==> src/inc/syscall_pkg.sv <==
package syscall_pkg;

  // ***************************************
  // Register map
  // ***************************************
  localparam logic [3:0] ADR_ARG = 4'h0;
  localparam logic [3:0] ADR_REQ = 4'h4;
  localparam logic [3:0] ADR_CFG = 4'h8;
  localparam logic [3:0] ADR_STAT = 4'hC;
  localparam int REQ_FLAG_BIT = 31;
  localparam int CFG_PROT_OK_BIT = 0;
  localparam int CFG_IMO48_BIT = 1;
  localparam int CFG_HF_IMO_BIT = 2;
  localparam logic [2:0] CFG_RESET = 3'h0;
  localparam logic [31:0] ARG_RESET = 32'h0000_0000;
  localparam logic [31:0] REQ_RESET = 32'h0000_0000;

  // ***************************************
  // Opcodes and keys
  // ***************************************
  localparam logic [15:0] OP_WRITE_ROW = 16'h0007;
  localparam logic [15:0] OP_PROGRAM_ROW = 16'h0008;
  localparam logic [15:0] OP_RESUME = 16'h0009;
  localparam logic [7:0] KEY_FIRST = 8'hB6;
  localparam logic [7:0] SECOND_KEY_WRITE_ROW = 8'hDA;
  localparam logic [7:0] SECOND_KEY_PROGRAM_ROW = 8'hDB;
  localparam logic [7:0] SECOND_KEY_RESUME = 8'hDC;
  localparam logic [15:0] ROW_COUNT = 16'h0200;

  // ***************************************
  // Status codes
  // ***************************************
  localparam logic [3:0] STATUS_OK_NIBBLE = 4'hA;
  localparam logic [7:0] STATUS_FAIL_BYTE = 8'hF0;
  localparam logic [7:0] FAIL_PROTECTION = 8'h01;
  localparam logic [7:0] FAIL_LATCH = 8'h03;
  localparam logic [7:0] FAIL_ADDRESS = 8'h04;
  localparam logic [7:0] FAIL_ROW_PROT = 8'h05;
  localparam logic [7:0] FAIL_RESUME_DONE = 8'h07;
  localparam logic [7:0] FAIL_PENDING = 8'h08;
  localparam logic [7:0] FAIL_IN_PROGRESS = 8'h09;
  localparam logic [7:0] FAIL_CHECKSUM = 8'h0A;
  localparam logic [7:0] FAIL_OPCODE = 8'h0B;
  localparam logic [7:0] FAIL_KEY = 8'h0C;
  localparam logic [7:0] FAIL_START_END = 8'h0E;
  localparam logic [7:0] FAIL_CLOCK = 8'h12;

  // ***************************************
  // Phases and states
  // ***************************************
  localparam logic [1:0] WRITE_ROW_EXTRA = 2'h2;
  localparam logic [1:0] PROGRAM_ROW_EXTRA = 2'h0;
  localparam logic [1:0] LEFT_ONE = 2'h1;

  typedef enum logic [1:0] {
    PH_PREPROG = 2'h0,
    PH_ERASE = 2'h1,
    PH_PROGRAM = 2'h2
  } phase_type;

  typedef enum logic [5:0] {
    ST_IDLE = 6'h01,
    ST_FETCH = 6'h02,
    ST_WAIT = 6'h04,
    ST_CHECK = 6'h08,
    ST_LAUNCH = 6'h10,
    ST_FINISH = 6'h20
  } fsm_type;

  typedef struct packed {
    logic start;
    phase_type phase;
    logic [15:0] row;
  } fpc_cmd_type;

  typedef struct packed {
    fsm_type fsm;
    logic [31:0] arg;
    logic [31:0] req;
    logic [2:0] cfg;
    logic [31:0] params;
    logic pending;
    logic busy;
    logic irq;
    logic [1:0] left;
    logic fail;
    logic [7:0] code;
    fpc_cmd_type cmd;
    logic mem_req;
    logic ack;
    logic [31:0] rdat;
  } core_state_type;

endpackage

==> src/rtl/syscall_status_word.sv <==
`timescale 1ns/1ps
module syscall_status_word (
  // Outcome
  input wire logic fail_in,
  input wire logic [7:0] code_in,
  // Word
  output logic [31:0] status_out
);

  // ***************************************
  // Status formatting
  // ***************************************
  always_comb begin
    if (fail_in) begin
      status_out = {syscall_pkg::STATUS_FAIL_BYTE, 16'h0000, code_in};
    end else begin
      status_out = {syscall_pkg::STATUS_OK_NIBBLE, 28'h000_0000};
    end
  end

endmodule

==> src/rtl/nonblocking_flash_syscall.sv <==
// The address map and the Wishbone interface to the registers were chosen for this implementation.
`timescale 1ns/1ps
// Overview of operation
// - First and second keys must match opcode, else fail with code 0x0C.
// - Program row is one phase: one controller interrupt, one resume finishes.
// - While operation pending, any defined call except resume fails with code 0x08.
// - Every call ends by overwriting argument word with a status.
// - Success places 0xA in top nibble, zeros below.
// - Failure status is 0xF0, zeros, then failure code byte.
// - Call not permitted by protection mode fails with code 0x01.
// - Page latch not valid for the call fails with code 0x03.
// - Row beyond available memory fails with code 0x04.
// - Protected row fails with code 0x05.
// - Resume with nothing outstanding fails with code 0x07.
// - Resume before phase finished fails with code 0x09.
// - Undefined opcode fails with code 0x0B.
// - Write row or program row needs 48 MHz oscillator driving clock, else code 0x12.
// - Write row runs pre-program, erase, program, interrupting after each.
module nonblocking_flash_syscall (
  // Clock and reset
  input wire logic ref_clk_in,
  input wire logic nrst_in,
  // Wishbone slave
  input wire logic wb_cyc_in,
  input wire logic wb_stb_in,
  input wire logic wb_we_in,
  input wire logic [3:0] wb_adr_in,
  input wire logic [3:0] wb_sel_in,
  input wire logic [31:0] wb_dat_in,
  output logic [31:0] wb_dat_out,
  output logic wb_ack_out,
  // Parameter block reader
  output logic mem_req_out,
  output logic [31:0] mem_addr_out,
  input wire logic mem_ack_in,
  input wire logic [31:0] mem_rdata_in,
  // Flash program controller
  output logic phase_start_out,
  output logic [1:0] phase_sel_out,
  output logic [15:0] row_out,
  output logic fpc_irq_out,
  input wire logic phase_done_in,
  input wire logic row_protected_in,
  input wire logic latch_loaded_in
);

  syscall_pkg::core_state_type state_r;
  syscall_pkg::core_state_type state_nxt;
  logic [31:0] status_word;
  logic [15:0] opcode;
  logic [7:0] key_one;
  logic [7:0] key_two;
  logic [7:0] key_two_expected;
  logic defined_op;
  logic start_op;
  logic wb_hit;
  logic call_running;
  logic keys_ok;
  logic prot_ok;
  logic clock_ok;
  logic row_ok;
  logic phase_ready;
  logic more_phases;

  // ***************************************
  // Byte lane merge
  // ***************************************
  function automatic logic [31:0] merge_bytes(input logic [31:0] old_word, input logic [31:0] new_word,
                                              input logic [3:0] sel);
    logic [31:0] res;
    res = old_word;
    for (int i = 0; i < 4; i++) begin
      if (sel[i]) begin
        res[i*8 +: 8] = new_word[i*8 +: 8];
      end
    end
    return res;
  endfunction

  // ***************************************
  // Status formatting
  // ***************************************
  syscall_status_word u_status (
    .fail_in(state_r.fail),
    .code_in(state_r.code),
    .status_out(status_word)
  );

  // ***************************************
  // Request decode
  // ***************************************
  always_comb begin
    opcode = state_r.req[15:0];
    key_one = state_r.params[7:0];
    key_two = state_r.params[15:8];
    start_op = (opcode == syscall_pkg::OP_WRITE_ROW) || (opcode == syscall_pkg::OP_PROGRAM_ROW);
    defined_op = start_op || (opcode == syscall_pkg::OP_RESUME);
    unique case (opcode)
      syscall_pkg::OP_WRITE_ROW: begin
        key_two_expected = syscall_pkg::SECOND_KEY_WRITE_ROW;
      end
      syscall_pkg::OP_PROGRAM_ROW: begin
        key_two_expected = syscall_pkg::SECOND_KEY_PROGRAM_ROW;
      end
      default: begin
        key_two_expected = syscall_pkg::SECOND_KEY_RESUME;
      end
    endcase
  end

  assign wb_hit = wb_cyc_in && wb_stb_in && !state_r.ack;

  // ***************************************
  // Call checks
  // ***************************************
  always_comb begin
    call_running = (state_r.fsm != syscall_pkg::ST_IDLE);
    keys_ok = (key_one == syscall_pkg::KEY_FIRST) && (key_two == key_two_expected);
    prot_ok = state_r.cfg[syscall_pkg::CFG_PROT_OK_BIT];
    clock_ok = state_r.cfg[syscall_pkg::CFG_IMO48_BIT] && state_r.cfg[syscall_pkg::CFG_HF_IMO_BIT];
    row_ok = (state_r.cmd.row < syscall_pkg::ROW_COUNT);
    phase_ready = !state_r.busy && state_r.irq;
    more_phases = (state_r.left != syscall_pkg::PROGRAM_ROW_EXTRA);
  end

  // ***************************************
  // Next state
  // ***************************************
  always_comb begin
    state_nxt = state_r;
    state_nxt.cmd.start = 1'b0;
    state_nxt.ack = wb_hit;

    // Register reads
    if (wb_hit && !wb_we_in) begin
      unique case (wb_adr_in)
        syscall_pkg::ADR_ARG: begin
          state_nxt.rdat = state_r.arg;
        end
        syscall_pkg::ADR_REQ: begin
          state_nxt.rdat = state_r.req;
        end
        syscall_pkg::ADR_CFG: begin
          state_nxt.rdat = {29'h0000_0000, state_r.cfg};
        end
        syscall_pkg::ADR_STAT: begin
          state_nxt.rdat = {24'h00_0000, call_running, 1'b0, state_r.left,
                            1'b0, state_r.irq, state_r.busy, state_r.pending};
        end
        default: begin
          state_nxt.rdat = 32'h0000_0000;
        end
      endcase
    end

    // Register writes; argument and request frozen while a call runs
    if (wb_hit && wb_we_in) begin
      unique case (wb_adr_in)
        syscall_pkg::ADR_ARG: begin
          if (!call_running) begin
            state_nxt.arg = merge_bytes(state_r.arg, wb_dat_in, wb_sel_in);
          end
        end
        syscall_pkg::ADR_REQ: begin
          if (!call_running) begin
            state_nxt.req = merge_bytes(state_r.req, wb_dat_in, wb_sel_in);
          end
        end
        syscall_pkg::ADR_CFG: begin
          if (wb_sel_in[0]) begin
            state_nxt.cfg = wb_dat_in[2:0];
          end
        end
        default: begin
        end
      endcase
    end

    // Phase completion raises the controller interrupt
    if (phase_done_in && state_r.busy) begin
      state_nxt.busy = 1'b0;
      state_nxt.irq = 1'b1;
    end

    // Call sequencing
    unique case (state_r.fsm)
      syscall_pkg::ST_IDLE: begin
        if (state_r.req[syscall_pkg::REQ_FLAG_BIT]) begin
          state_nxt.fsm = syscall_pkg::ST_FETCH;
        end
      end
      syscall_pkg::ST_FETCH: begin
        state_nxt.mem_req = 1'b1;
        state_nxt.fsm = syscall_pkg::ST_WAIT;
      end
      syscall_pkg::ST_WAIT: begin
        if (mem_ack_in) begin
          state_nxt.mem_req = 1'b0;
          state_nxt.params = mem_rdata_in;
          if (!state_r.pending) begin
            state_nxt.cmd.row = mem_rdata_in[31:16];
          end
          state_nxt.fsm = syscall_pkg::ST_CHECK;
        end
      end
      syscall_pkg::ST_CHECK: begin
        state_nxt.fail = 1'b1;
        state_nxt.fsm = syscall_pkg::ST_FINISH;
        if (!defined_op) begin
          state_nxt.code = syscall_pkg::FAIL_OPCODE;
        end else if (state_r.pending && opcode != syscall_pkg::OP_RESUME) begin
          state_nxt.code = syscall_pkg::FAIL_PENDING;
        end else if (!keys_ok) begin
          state_nxt.code = syscall_pkg::FAIL_KEY;
        end else if (start_op) begin
          if (!prot_ok) begin
            state_nxt.code = syscall_pkg::FAIL_PROTECTION;
          end else if (!clock_ok) begin
            state_nxt.code = syscall_pkg::FAIL_CLOCK;
          end else if (!row_ok) begin
            state_nxt.code = syscall_pkg::FAIL_ADDRESS;
          end else if (row_protected_in) begin
            state_nxt.code = syscall_pkg::FAIL_ROW_PROT;
          end else if (!latch_loaded_in) begin
            state_nxt.code = syscall_pkg::FAIL_LATCH;
          end else begin
            state_nxt.fail = 1'b0;
            state_nxt.pending = 1'b1;
            state_nxt.fsm = syscall_pkg::ST_LAUNCH;
            if (opcode == syscall_pkg::OP_WRITE_ROW) begin
              state_nxt.left = syscall_pkg::WRITE_ROW_EXTRA;
              state_nxt.cmd.phase = syscall_pkg::PH_PREPROG;
            end else begin
              state_nxt.left = syscall_pkg::PROGRAM_ROW_EXTRA;
              state_nxt.cmd.phase = syscall_pkg::PH_PROGRAM;
            end
          end
        end else if (!state_r.pending) begin
          state_nxt.code = syscall_pkg::FAIL_RESUME_DONE;
        end else if (!phase_ready) begin
          state_nxt.code = syscall_pkg::FAIL_IN_PROGRESS;
        end else begin
          state_nxt.fail = 1'b0;
          state_nxt.irq = 1'b0;
          if (more_phases) begin
            state_nxt.left = state_r.left - syscall_pkg::LEFT_ONE;
            state_nxt.cmd.phase = (state_r.left == syscall_pkg::WRITE_ROW_EXTRA) ?
                                  syscall_pkg::PH_ERASE : syscall_pkg::PH_PROGRAM;
            state_nxt.fsm = syscall_pkg::ST_LAUNCH;
          end else begin
            state_nxt.pending = 1'b0;
          end
        end
      end
      syscall_pkg::ST_LAUNCH: begin
        state_nxt.cmd.start = 1'b1;
        state_nxt.busy = 1'b1;
        state_nxt.fsm = syscall_pkg::ST_FINISH;
      end
      syscall_pkg::ST_FINISH: begin
        state_nxt.arg = status_word;
        state_nxt.req[syscall_pkg::REQ_FLAG_BIT] = 1'b0;
        state_nxt.fsm = syscall_pkg::ST_IDLE;
      end
      default: begin
        state_nxt.fsm = syscall_pkg::ST_IDLE;
      end
    endcase
  end

  // ***************************************
  // State register
  // ***************************************
  always_ff @(posedge ref_clk_in or negedge nrst_in) begin
    if (!nrst_in) begin
      state_r <= '0;
      state_r.fsm <= syscall_pkg::ST_IDLE;
      state_r.arg <= syscall_pkg::ARG_RESET;
      state_r.req <= syscall_pkg::REQ_RESET;
      state_r.cfg <= syscall_pkg::CFG_RESET;
    end else begin
      state_r <= state_nxt;
    end
  end

  // ***************************************
  // Outputs
  // ***************************************
  assign wb_dat_out = state_r.rdat;
  assign wb_ack_out = state_r.ack;
  assign mem_req_out = state_r.mem_req;
  assign mem_addr_out = state_r.arg;
  assign phase_start_out = state_r.cmd.start;
  assign phase_sel_out = state_r.cmd.phase;
  assign row_out = state_r.cmd.row;
  assign fpc_irq_out = state_r.irq;

endmodule

==> config.mk <==
export PLATFORM = sky130hd
export DESIGN_NAME = nonblocking_flash_syscall
export DESIGN_NICKNAME = d
export VERILOG_FILES = /design/src/inc/syscall_pkg.sv /design/src/rtl/syscall_status_word.sv /design/src/rtl/nonblocking_flash_syscall.sv
export SDC_FILE = /design/constraint.sdc
export NUM_CORES = 1
export LEC_CHECK = 0
export ABC_AREA = 1
export CAP_MARGIN = 20
export CORE_MARGIN = 1
export CORE_UTILIZATION = 40
export CTS_BUF_LIST = sky130_fd_sc_hd__clkbuf_8
export DETAILED_ROUTE_END_ITERATION = 8
export DONT_BUFFER_PORTS = 1
export HOLD_SLACK_MARGIN = 0.08
export PLACE_DENSITY = 0.62
export RECOVER_POWER = 25
export SLEW_MARGIN = 0
export SYNTH_ARGS = -nofsm -noshare
export SYNTH_HDL_FRONTEND = slang
export SYNTH_SLANG_ARGS = --single-unit
==> constraint.sdc <==
create_clock -name ref_clk_in -period 2.1 [get_ports ref_clk_in]
set_input_delay 0.42 -clock ref_clk_in [delete_from_list [all_inputs] [get_ports ref_clk_in]]
set_output_delay 0.42 -clock ref_clk_in [all_outputs]
set_load 0.01 [all_outputs]
== Yosys cells after proc, flatten, opt, wreduce, memory -nomap -nowiden ==
Index checks and enable logic that the tools add are counted.

* Equality and inequality tests: 27
* Order comparisons: 1
* $add $sub $neg: 1
* Bitwise logic cells: 3
* Multiplexer cells: 84
* Reductions and logical operators: 45

{| class="wikitable"
|+ Operators with widths
! kind !! number
|-
| $mux 8 || 18
|-
| $mux 32 || 4
|-
| $pmux 32 s4 || 1
|-
| $mux 6 || 14
|-
| $mux 67 || 1
|-
| $reduce_and 4->1 || 9
|-
| $mux 33 || 1
|-
| $eq 16x4->1 const B || 2
|-
| $mux 31 || 1
|-
| $pmux 6 s5 || 1
|-
| $mux 2 || 14
|-
| $reduce_bool 2->1 || 13
|-
| $mux 3 || 7
|-
| $mux 4 || 5
|-
| $eq 16x3->1 const B || 1
|-
| $lt 16x10->1 const B || 1
|-
| $ne 16x4->1 const B || 1
|-
| $mux 1 || 13
|-
| $mux 12 || 1
|-
| $reduce_and 12->1 || 1
|-
| $mux 11 || 1
|-
| $ne 2x2->1 const B || 5
|-
| $logic_and 1x1->1 || 9
|-
| $ne 9x8->1 const B || 1
|-
| other kinds (24) || 36
|}

* Output and inout bits: 86
* Register bits: 156

== Logic depth before layout (Yosys ltp) ==
Gate-level depths: netlist of the first run.

* Depth after elaboration: 12
* Mapped depth: 14
* Depth with buffers taken out: 14

== Cells and area by module ==
A second synthesis of the first run with hierarchy kept.

* Cells, all modules: 984
* Area, all modules: 8175.3 um^2

{| class="wikitable"
|+ Modules (own cells, without submodules)
! module !! times used !! sequential area each (um^2) !! cells each !! area an instance (um^2)
|-
| nonblocking_flash_syscall || 1 || 3829.9 || 941 || 7922.6
|-
| syscall_status_word || 1 || 0.0 || 43 || 252.7
|}

== Worst setup path before layout of the first run ==
No wires, ideal clock.

* Kind: reg-to-reg
* Start point: reg state_r, in the netlist opcode[11]
* End point: reg state_r, in the netlist phase_sel_out[1]
* Path buffers: 0
* Setup slack: 0.470 ns
* Arrival: 1.510 ns
* Clock period less this slack: 1.630 ns
* Cell stages (with the launch flop): 13
* Library setup time: 0.121 ns
* Path through: dfrtp_1 -> nor2_1 -> nand2_1 -> nor2_4 -> nand2_4 -> nand2_8 -> nand2_4 -> nand2_4 -> nand3b_4 -> nor2_8 -> nand3_4 -> nand2_1 -> o21ai_1

* Longest elaborated chain between the ends: 8
* Elaborated cells on any way between the ends: 27
* Classes of those cells: eq/ne (10); mux (8); bitwise (1); reduce/logical (8)

{| class="wikitable"
|+ Ends and longest elaborated chain
! what !! line !! RTL
|-
| from (decl) || nonblocking_flash_syscall.sv:47 || <nowiki>syscall_pkg::core_state_type state_r;</nowiki>
|-
| from (signal assigned) || nonblocking_flash_syscall.sv:282 || <nowiki>state_r <= state_nxt;</nowiki>
|-
| $eq 16x3->1 || nonblocking_flash_syscall.sv:96, nonblocking_flash_syscall.sv:98, nonblocking_flash_syscall.sv:230 ||
|-
| $mux 2 || nonblocking_flash_syscall.sv:230 || <nowiki>if (opcode == syscall_pkg::OP_WRITE_ROW) begin</nowiki>
|-
| $mux 2 || nonblocking_flash_syscall.sv:224 || <nowiki>end else if (!latch_loaded_in) begin</nowiki>
|-
| $mux 2 || nonblocking_flash_syscall.sv:222 || <nowiki>end else if (row_protected_in) begin</nowiki>
|-
| $mux 2 || nonblocking_flash_syscall.sv:220 || <nowiki>end else if (!row_ok) begin</nowiki>
|-
| $mux 2 || nonblocking_flash_syscall.sv:218 || <nowiki>end else if (!clock_ok) begin</nowiki>
|-
| $mux 2 || nonblocking_flash_syscall.sv:216 || <nowiki>if (!prot_ok) begin</nowiki>
|-
| $mux 2 || nonblocking_flash_syscall.sv:215 || <nowiki>end else if (start_op) begin</nowiki>
|}

Several ways; a longest one is shown, not always the timed one. The select of a mux whose other input is x is not followed.
A chain may end at the register's enable or synchronous reset.

== Worst setup path in the final report of the first run ==
* Start point: reg state_r, in the netlist opcode[11]
* End point: reg state_r[54] (netlist bit)

* Longest elaborated chain between the ends: 7
* Elaborated cells on any way between the ends: 17
* Classes of those cells: eq/ne (7); mux (5); reduce/logical (5)

{| class="wikitable"
|+ Ends and longest elaborated chain
! what
|-
| branches (longest 7 deep; another with $eq 16x4->1)
|}

Several ways; the timed one is not identified.

==> results of run 1 <==
state kept, by name, indices dropped and copies added, names as in the netlist, 2 cells and up:
name and cells:
key_one 8, wb_dat_out 32, mem_addr_out 32, key_two 8, opcode 16, row_out 16
phase_sel_out 2, state_r 34
power by group through the flow:
| stage | registers [mW] | clock network [mW] | logic [mW] |
|---|---|---|---|
| finish | 4.04 | 2.12 | 1.24 |
| global route | 4.11 | 2.31 | 1.44 |
| CTS | 4.05 | 2.19 | 1.26 |
| detailed placement | 4.10 | 0 | 1.22 |
| global placement | 4.09 | 0 | 1.19 |
| floorplan | 3.81 | 0 | 1.52 |
path summary, 6_finish.rpt:
| kind | startpoint | endpoint |
|---|---|---|
| worst max-delay path | opcode[11] | state_r[54] |
| worst min-delay path | nrst_in | wb_dat_out[16] |
| worst max register to register | opcode[11] | state_r[54] |
| worst min register to register | state_r[54] | state_r[54] |
| max in group asynchronous | nrst_in | state_r[166] |
| min in group ref_clk_in | wb_dat_in[30] | state_r[132] |
routing by layer:
metal	wire length, um	share of wire	GRT usage	vias up
li1	-	-	-	2741
met1	7840	0.45	0.240	2608
met2	7900	0.45	0.287	200
met3	1500	0.086	0.0577	20
met4	255	0.015	0.0612	0
met5	0	0	0	-
through the flow:
| stage | total power, mW | utilization |
|---|---|---|
| floorplan | 5.32 | - |
| global placement | 5.28 | 0.397 |
| detailed placement | 5.32 | 0.397 |
| CTS | 7.49 | 0.427 |
| global route | 7.86 | 0.427 |
| finish | 7.40 | 0.427 |
cell usage in the layout (no fill, tap or decap), types with 3 or more instances in the layout:
master	n
o21ai_0	53
nor2_2	3
o22ai_1	19
nor3_1	8
clkinv_4	4
a21oi_1	16
buf_4	14
a31oi_1	6
o21ai_1	27
nand3_1	19
dlygate4sd3_1	20
inv_2	8
mux2_2	9
nand3b_1	3
nand2_2	8
nor2_1	54
a22o_1	4
nor2_4	4
mux2_1	3
a22oi_1	4
mux2_4	4
nand4_1	10
nand2_4	7
nand2_1	256
clkbuf_8	18
dfrtp_1	152
inv_1	110
area by class of cell:
cell class                      instances  area, um2
Clock inverter                         13        123
Sequential cell                       153       3830
Tap cell                              260        325
Timing Repair Buffer                   34        305
Inverter                              120        453
Clock buffer                           18        248
Multi-Input combinational cell        541       2770
Fill cell                            1884      10800
cells by family (layout without fill, tap and decap cells):
logic type,after synthesis,after routing
compound gates,137,137
fa+ha+maj,2,2
buf+inv,221,185
flops,153,153
mux,16,16
simple gates,386,386
==> impl_metrics.ini, run 1 <==
[outcome]
status = finished with violations
violations = negative hold slack

[floorplanning]
io_pins = 167
dieArea_um2 = 19900
die_h_um = 141
core_um2 = 18800
die_x_um = 141
start_util = 0.411
fp-row-count = 50

[setup_path]
critPathLaunchType = register
path_delay_family = simple AND/OR/NAND/NOR gates
crit_path_cell_trace = nor2_1, nand2_1, nor2_4, nand2_4, nand2_8, inv_4, nand2_2, nand4_2, nand2_2, nand2_4, nand3_1, nand2_1
cp-end-kind = register
worstPathRequired_ns = 2.44
critPathKind = reg2reg
critical_path.max_fanout = 8
worstSetupPathDepth = 12
critPathMaxStageDelay_ns = 0.40
worstPathArrival_ns = 2.25
path_buf_inv = 1
crit_slowest_cell = dfrtp_1
rr_worst_depth = 12
reg2reg_setup_slack_ns = 0.19

[logic_synthesis]
syn_nets = 998
async_flop_share = 1.00
synth_area_leader_cell = dfrtp_1
ys_ff_latch = 153
synth-compound-area-share = 0.0998
yosys.area_share.simple = 0.228
synthXorXnorAreaFrac = 0
ys_types = 50
synth_adder_area_share = 0.00323
synth_edf_count = 0
synth_area_leaders = dfrtp_1 (49%), nand2_1 (12%), buf_4 (7.9%)
synth_top_area_frac = 0.491
synth_mux_area_frac = 0.0252
seq_area_frac_synth = 0.494
synth_top_family_by_area = simple AND/OR/NAND/NOR gates
netlist_area_um2 = 7750
ys.flop_type = dfrtp_1
synth_most_common_cell = nand2_1
synth_area_per_cell_um2 = 8.47
synth_common_cells = nand2_1 (256), dfrtp_1 (152), inv_1 (109), buf_4 (82), nor2_1 (54)
ys_warn_count = 0
postSynthCellCount = 915

[timing]
whs_ns = -0.357
finalSetupViolations = 0
fin_skew_ns = 0.0153
tightest_slew_ns = 0.661
slew_violations = 0
rsz0062_at_grt = no
hold_viol = 153
relSlewSlack = 0.555
max_freq_mhz = 523
fin_setup_tns_ns = 0
post-route-period-util = 0.910
fin_crit_ns = 1.91
setup_ws_ns = 0.189

[pwr]
p_sw_frac = 0.323
ir_worst_vdd_v = 0.000566
comb_power_share = 0.168
clockPowerShare = 0.287
p_sw_mw = 2.39
p_leak_nw = 4.06
p_per_area_nw_per_um2 = 920
p_seq_frac = 0.545
intPower_mw = 5.01

[flow_run]
maxCapViolCount = 0

[layout]
final_area_um2 = 8050
final_cells = 1139
fin_nets = 950
drive_above_1_share = 0.117
area_growth_pct = 3.91
n_antenna_cell = 0

[clock_network]
cts_made_buffers = 17
cts_hold_buf = 20
post_cts_buffers = 0
cts_root_buf = clkbuf_8
cts_tree = built
clockBufferDepth = 2
htreeDepth = 4
clk_latency_ns = 0.46
clk_pin_slew_ns = 0.09
numClockSinks = 153
cts_repair_resize_count = 0

[routing]
drt_drc_violations_left = 0
final_antenna_net_count = 0
drt-initial-drc-count = 317
wl_per_cell_um = 15.4
num_vias = 5569
wl_um = 17500
firstDrtPassIters = 5
viasPerCell = 4.89

[worst_hold_path]
hold_class = in2async

[placement]
io_buffers = 0
hpwl_um = 12500
dp_slack_ns = 0.212
place_area_um2 = 7480
place_inst = 1088
finalWeightedCongestion = 0.866

[global_routing]
grt_pass1_vias = 5411
grt_max_degree = 154
antenna_found_initial = 0
grt.total_usage = 0.183
grt_overflow = 0
grt_pass1_wl_um = 28200
Note: power is estimated with default switching activity, not from simulation.
==> inputs of run 2 (changes only) <==
- RECOVER_POWER: 25 -> 100
==> impl_metrics.ini, run 2 (synthesis results as in run 1) <==
[outcome]
status = finished with violations
violations = negative hold slack

[layout]
n_antenna_cell = 0
fin_nets = 950
area_growth_pct = 3.55
drive_above_1_share = 0.110
final_cells = 1139
layout.cells.most_common = nand2_1
regMostFlops = state_r
largest_reg_flops = 34
final_cell_mix = nand2_1 (258), dfrtp_1 (152), inv_1 (112), o21ai_0 (71), nor2_1 (54)

[timing]
rsz0062_at_grt = no
tightest_slew_ns = 1.14
fin_crit_ns = 1.92
fin_skew_ns = 0.0152
fin_setup_tns_ns = 0
slew_violations = 0
hold_viol = 153
relSlewSlack = 0.240
finalSetupViolations = 0
post-route-period-util = 0.916
max_freq_mhz = 520
whs_ns = -0.365

[clock_network]
cts_repair_resize_count = 0
clockBufferDepth = 2
post_cts_buffers = 0
numClockSinks = 153
clk_pin_slew_ns = 0.10
cts_hold_buf = 20
htreeDepth = 4
cts_tree = built
cts_made_buffers = 17
cts_root_buf = clkbuf_8
clk_latency_ns = 0.46

[setup_path]
crit_slowest_cell = dfrtp_1
path_common_cell = nand2_1
cp-end-kind = register
reg2reg_setup_slack_ns = 0.18
worstPathArrival_ns = 2.28
critPathMaxStageDelay_ns = 0.40
r2r-end = state_r[171]
critPathKind = reg2reg
critPathLaunchType = register
reg2reg_from = opcode[13]
critical_path.max_fanout = 8
worstPathRequired_ns = 2.46
crit_path_cell_trace = nor2_1, nand2_1, nor2_4, nand2_4, nand2_8, inv_4, nand2_1, inv_2, nor2_4, nand4_1, nand2_1, inv_1
rr_worst_depth = 12

[pwr]
p_per_area_nw_per_um2 = 921
comb_power_share = 0.165
p_sw_frac = 0.323
p_leak_nw = 4.02
p_sw_mw = 2.39
clockPowerShare = 0.288
ir_worst_vdd_v = 0.000565
intPower_mw = 5.00
p_seq_frac = 0.546

[placement]
finalWeightedCongestion = 0.866
place_inst = 1088
hpwl_um = 12500
io_buffers = 0

[flow_run]
maxCapViolCount = 0

[global_routing]
antenna_found_initial = 0
grt_pass1_vias = 5411
grt_overflow = 0
grt_pass1_wl_um = 28200
grt.total_usage = 0.183
grt_max_degree = 154

[floorplanning]
io_pins = 167
core_um2 = 18800
die_x_um = 141
fp-row-count = 50
dieArea_um2 = 19900
die_h_um = 141
start_util = 0.411

[routing]
drt_drc_violations_left = 0
num_vias = 5585
drt-initial-drc-count = 320
wl_per_cell_um = 15.4
viasPerCell = 4.90
firstDrtPassIters = 5
wl_um = 17500
final_antenna_net_count = 0

[worst_hold_path]
hold_class = in2async
## run 2: cell count changes in the layout (fill, tap and decap cells not counted), sizes merged
cell / previous run / this run
buf: 14 / 13
clkbuf: 18 / 19
## run 2: worst max-delay path, delay by kind of cell (launching register included)
family / cells / cell delay (ns)
AND/OR/NAND/NOR: 9 / 1.24
flip-flops: 1 / 0.40
buffers and inverters: 3 / 0.15
## run 2: power by group through the flow
stage	Clock, mW	Sequential (mW)	Combinational, mW
floorplan	0	3.81	1.52
global placement	0	4.09	1.19
detailed placement	0	4.10	1.22
CTS	2.19	4.05	1.26
global route	2.31	4.11	1.41
finish	2.13	4.03	1.22
## run 2: worst max-delay path by stage
stage,startpoint,to,slack (ns),depth (start not counted)
global placement,opcode[13],state_r[171],0.24,12
detailed placement,opcode[13],state_r[171],0.21,12
global route,opcode[13],state_r[66],0.01,12
floorplan,opcode[11],phase_sel_out[1],0.47,12
CTS,opcode[11],state_r[54],0.18,11
finish,opcode[13],state_r[171],0.18,12
## run 2: cell type report
class                   count  area (um2)
clock buffers              18         248
well taps                 260         325
multi-input cells         541        2740
inverters                 120         453
repair buffers             34         302
fillers                  1888       10800
flip-flops and latches    153        3830
clock inverters            13         123
## run 2: layer usage
layer | vias to the layer above | global-route usage | share of wire
li1 | 2735 | - | -
met1 | 2627 | 0.240 | 0.45
met2 | 201 | 0.287 | 0.45
met3 | 22 | 0.0577 | 0.084
met4 | 0 | 0.0612 | 0.017
met5 | - | 0 | 0
## run 2: stage by stage
stage,power [mW],cell area [um2],setup slack (ns),hold WS [ns],util
2_1_floorplan,5.32,7750,0.470,0.124,-
3_3_place_gp,5.28,7480,0.236,0.127,0.397
3_5_place_dp,5.32,7480,0.212,0.127,0.397
4_1_cts,7.49,8050,0.178,-0.380,0.427
5_1_grt,7.84,8020,0.0104,-0.390,0.426
6_report,7.38,8020,0.177,-0.365,0.426
==> inputs of run 3 (changes only) <==
- CTS_BUF_LIST: sky130_fd_sc_hd__clkbuf_8 -> not set
==> impl_metrics.ini, run 3 (synthesis results as in run 1) <==
[global_routing]
grt.total_usage = 0.183
antenna_found_initial = 0
grt_max_degree = 154
grt_overflow = 0
grt_pass1_vias = 5331
grt_pass1_wl_um = 28000

[clock_network]
cts_root_buf = clkbuf_16
cts_hold_buf = 1
htreeDepth = 4
clockBufferDepth = 2
cts_tree = built
cts_made_buffers = 17
numClockSinks = 153
clk_latency_ns = 0.42
post_cts_buffers = 0
clk_pin_slew_ns = 0.07

[routing]
firstDrtPassIters = 4
drt_drc_violations_left = 0
wl_um = 17400
wl_per_cell_um = 15.5
final_antenna_net_count = 0
viasPerCell = 4.94
num_vias = 5529
drt-initial-drc-count = 328

[pwr]
power_mw = 8.17
p_leak_nw = 4.03
p_per_area_nw_per_um2 = 1020
ir_worst_vdd_v = 0.000739

[timing]
finalSetupViolations = 0
max_freq_mhz = 520
fin_skew_ns = 0.00730
slew_violations = 0
setup_ws_ns = 0.176
relSlewSlack = 0.242
whs_ns = -0.311
fin_crit_ns = 1.92
fin_setup_tns_ns = 0
post-route-period-util = 0.916
hold_viol = 153
rsz0062_at_grt = no
tightest_slew_ns = 1.14

[outcome]
status = finished with violations
violations = negative hold slack

[floorplanning]
dieArea_um2 = 19900
start_util = 0.411
core_um2 = 18800
die_x_um = 141
io_pins = 167
die_h_um = 141
fp-row-count = 50

[placement]
hpwl_um = 12500
finalWeightedCongestion = 0.866
io_buffers = 0
dp_slack_ns = 0.212

[setup_path]
critical_path.max_fanout = 8
reg2reg_from = opcode[11]
worstPathRequired_ns = 2.42
critPathLaunchType = register
critPathKind = reg2reg
cp-end-kind = register
worstPathArrival_ns = 2.24
critPathLaunch = opcode[11]

[layout]
final_cell_mix = nand2_1 (258), dfrtp_1 (152), inv_1 (111), o21ai_0 (67), nor2_1 (54)
largest_reg_flops = 34
drive_above_1_share = 0.112
regMostFlops = state_r
fin_util = 0.426
fin_nets = 931
n_antenna_cell = 0
layout.cells.most_common = nand2_1
area_growth_pct = 3.54

[worst_hold_path]
hold_class = in2async

[flow_run]
maxCapViolCount = 0
-- run 3: final timing paths --
| kind | endpoint | slack, ns | depth (start not counted) |
|---|---|---|---|
| min reg2reg | state_r[54] | 0.47 | 2 |
| min | mem_addr_out[21] | -0.31 | 0 |
| max | state_r[171] | 0.18 | 12 |
| max in group asynchronous | state_r[166] | 2.15 | 0 |
| min in group ref_clk_in | key_one[3] | 0.11 | 2 |
| max reg2reg | state_r[171] | 0.18 | 12 |
-- run 3: worst max-delay path, cell delays in order, from the launching register on --
cell and delay [ns]:
dfrtp_1 0.39, nor2_1 0.11, nand2_1 0.10, nor2_4 0.29, nand2_4 0.13, nand2_8 0.11, inv_4 0.06, nand2_1 0.12
inv_2 0.06, nor2_4 0.17, nand4_1 0.14, nand2_1 0.08, inv_1 0.03
-- run 3: layer usage --
| metal | up-vias | GRT usage | share of wire |
|---|---|---|---|
| met4 | 0 | 0.0595 | 0.017 |
| met2 | 187 | 0.282 | 0.45 |
| met1 | 2620 | 0.238 | 0.45 |
| li1 | 2699 | - | - |
| met5 | - | 0 | 0 |
| met3 | 23 | 0.0669 | 0.087 |
-- run 3: per-stage QoR --
stage	area, um2	hold WS, ns	std cells
2_1_floorplan	7750	0.124	915
3_3_place_gp	7480	0.127	1088
3_5_place_dp	7480	0.127	1088
4_1_cts	8050	-0.333	1120
5_1_grt	8020	-0.340	1120
6_report	8020	-0.311	1120
-- run 3: area by class of cell --
| cell class | count | area (um2) |
|---|---|---|
| clock buffers | 19 | 443 |
| clock inverters | 12 | 119 |
| fillers | 1876 | 10800 |
| inverters | 120 | 453 |
| multi-input cells | 541 | 2740 |
| flip-flops and latches | 153 | 3830 |
| well taps | 260 | 325 |
| repair buffers | 15 | 109 |
-- run 3: repair_timing --
item,4_1_cts,5_1_grt
endpoints found under the setup margin,0,1
endpoints found under the hold margin,154,153
resized for setup,0,1
-- run 3: power breakdown --
group	switching, mW	total, mW	internal [mW]
sequential	0.530	4.04	3.51
combinational	0.702	1.20	0.496
clock	1.26	2.93	1.67
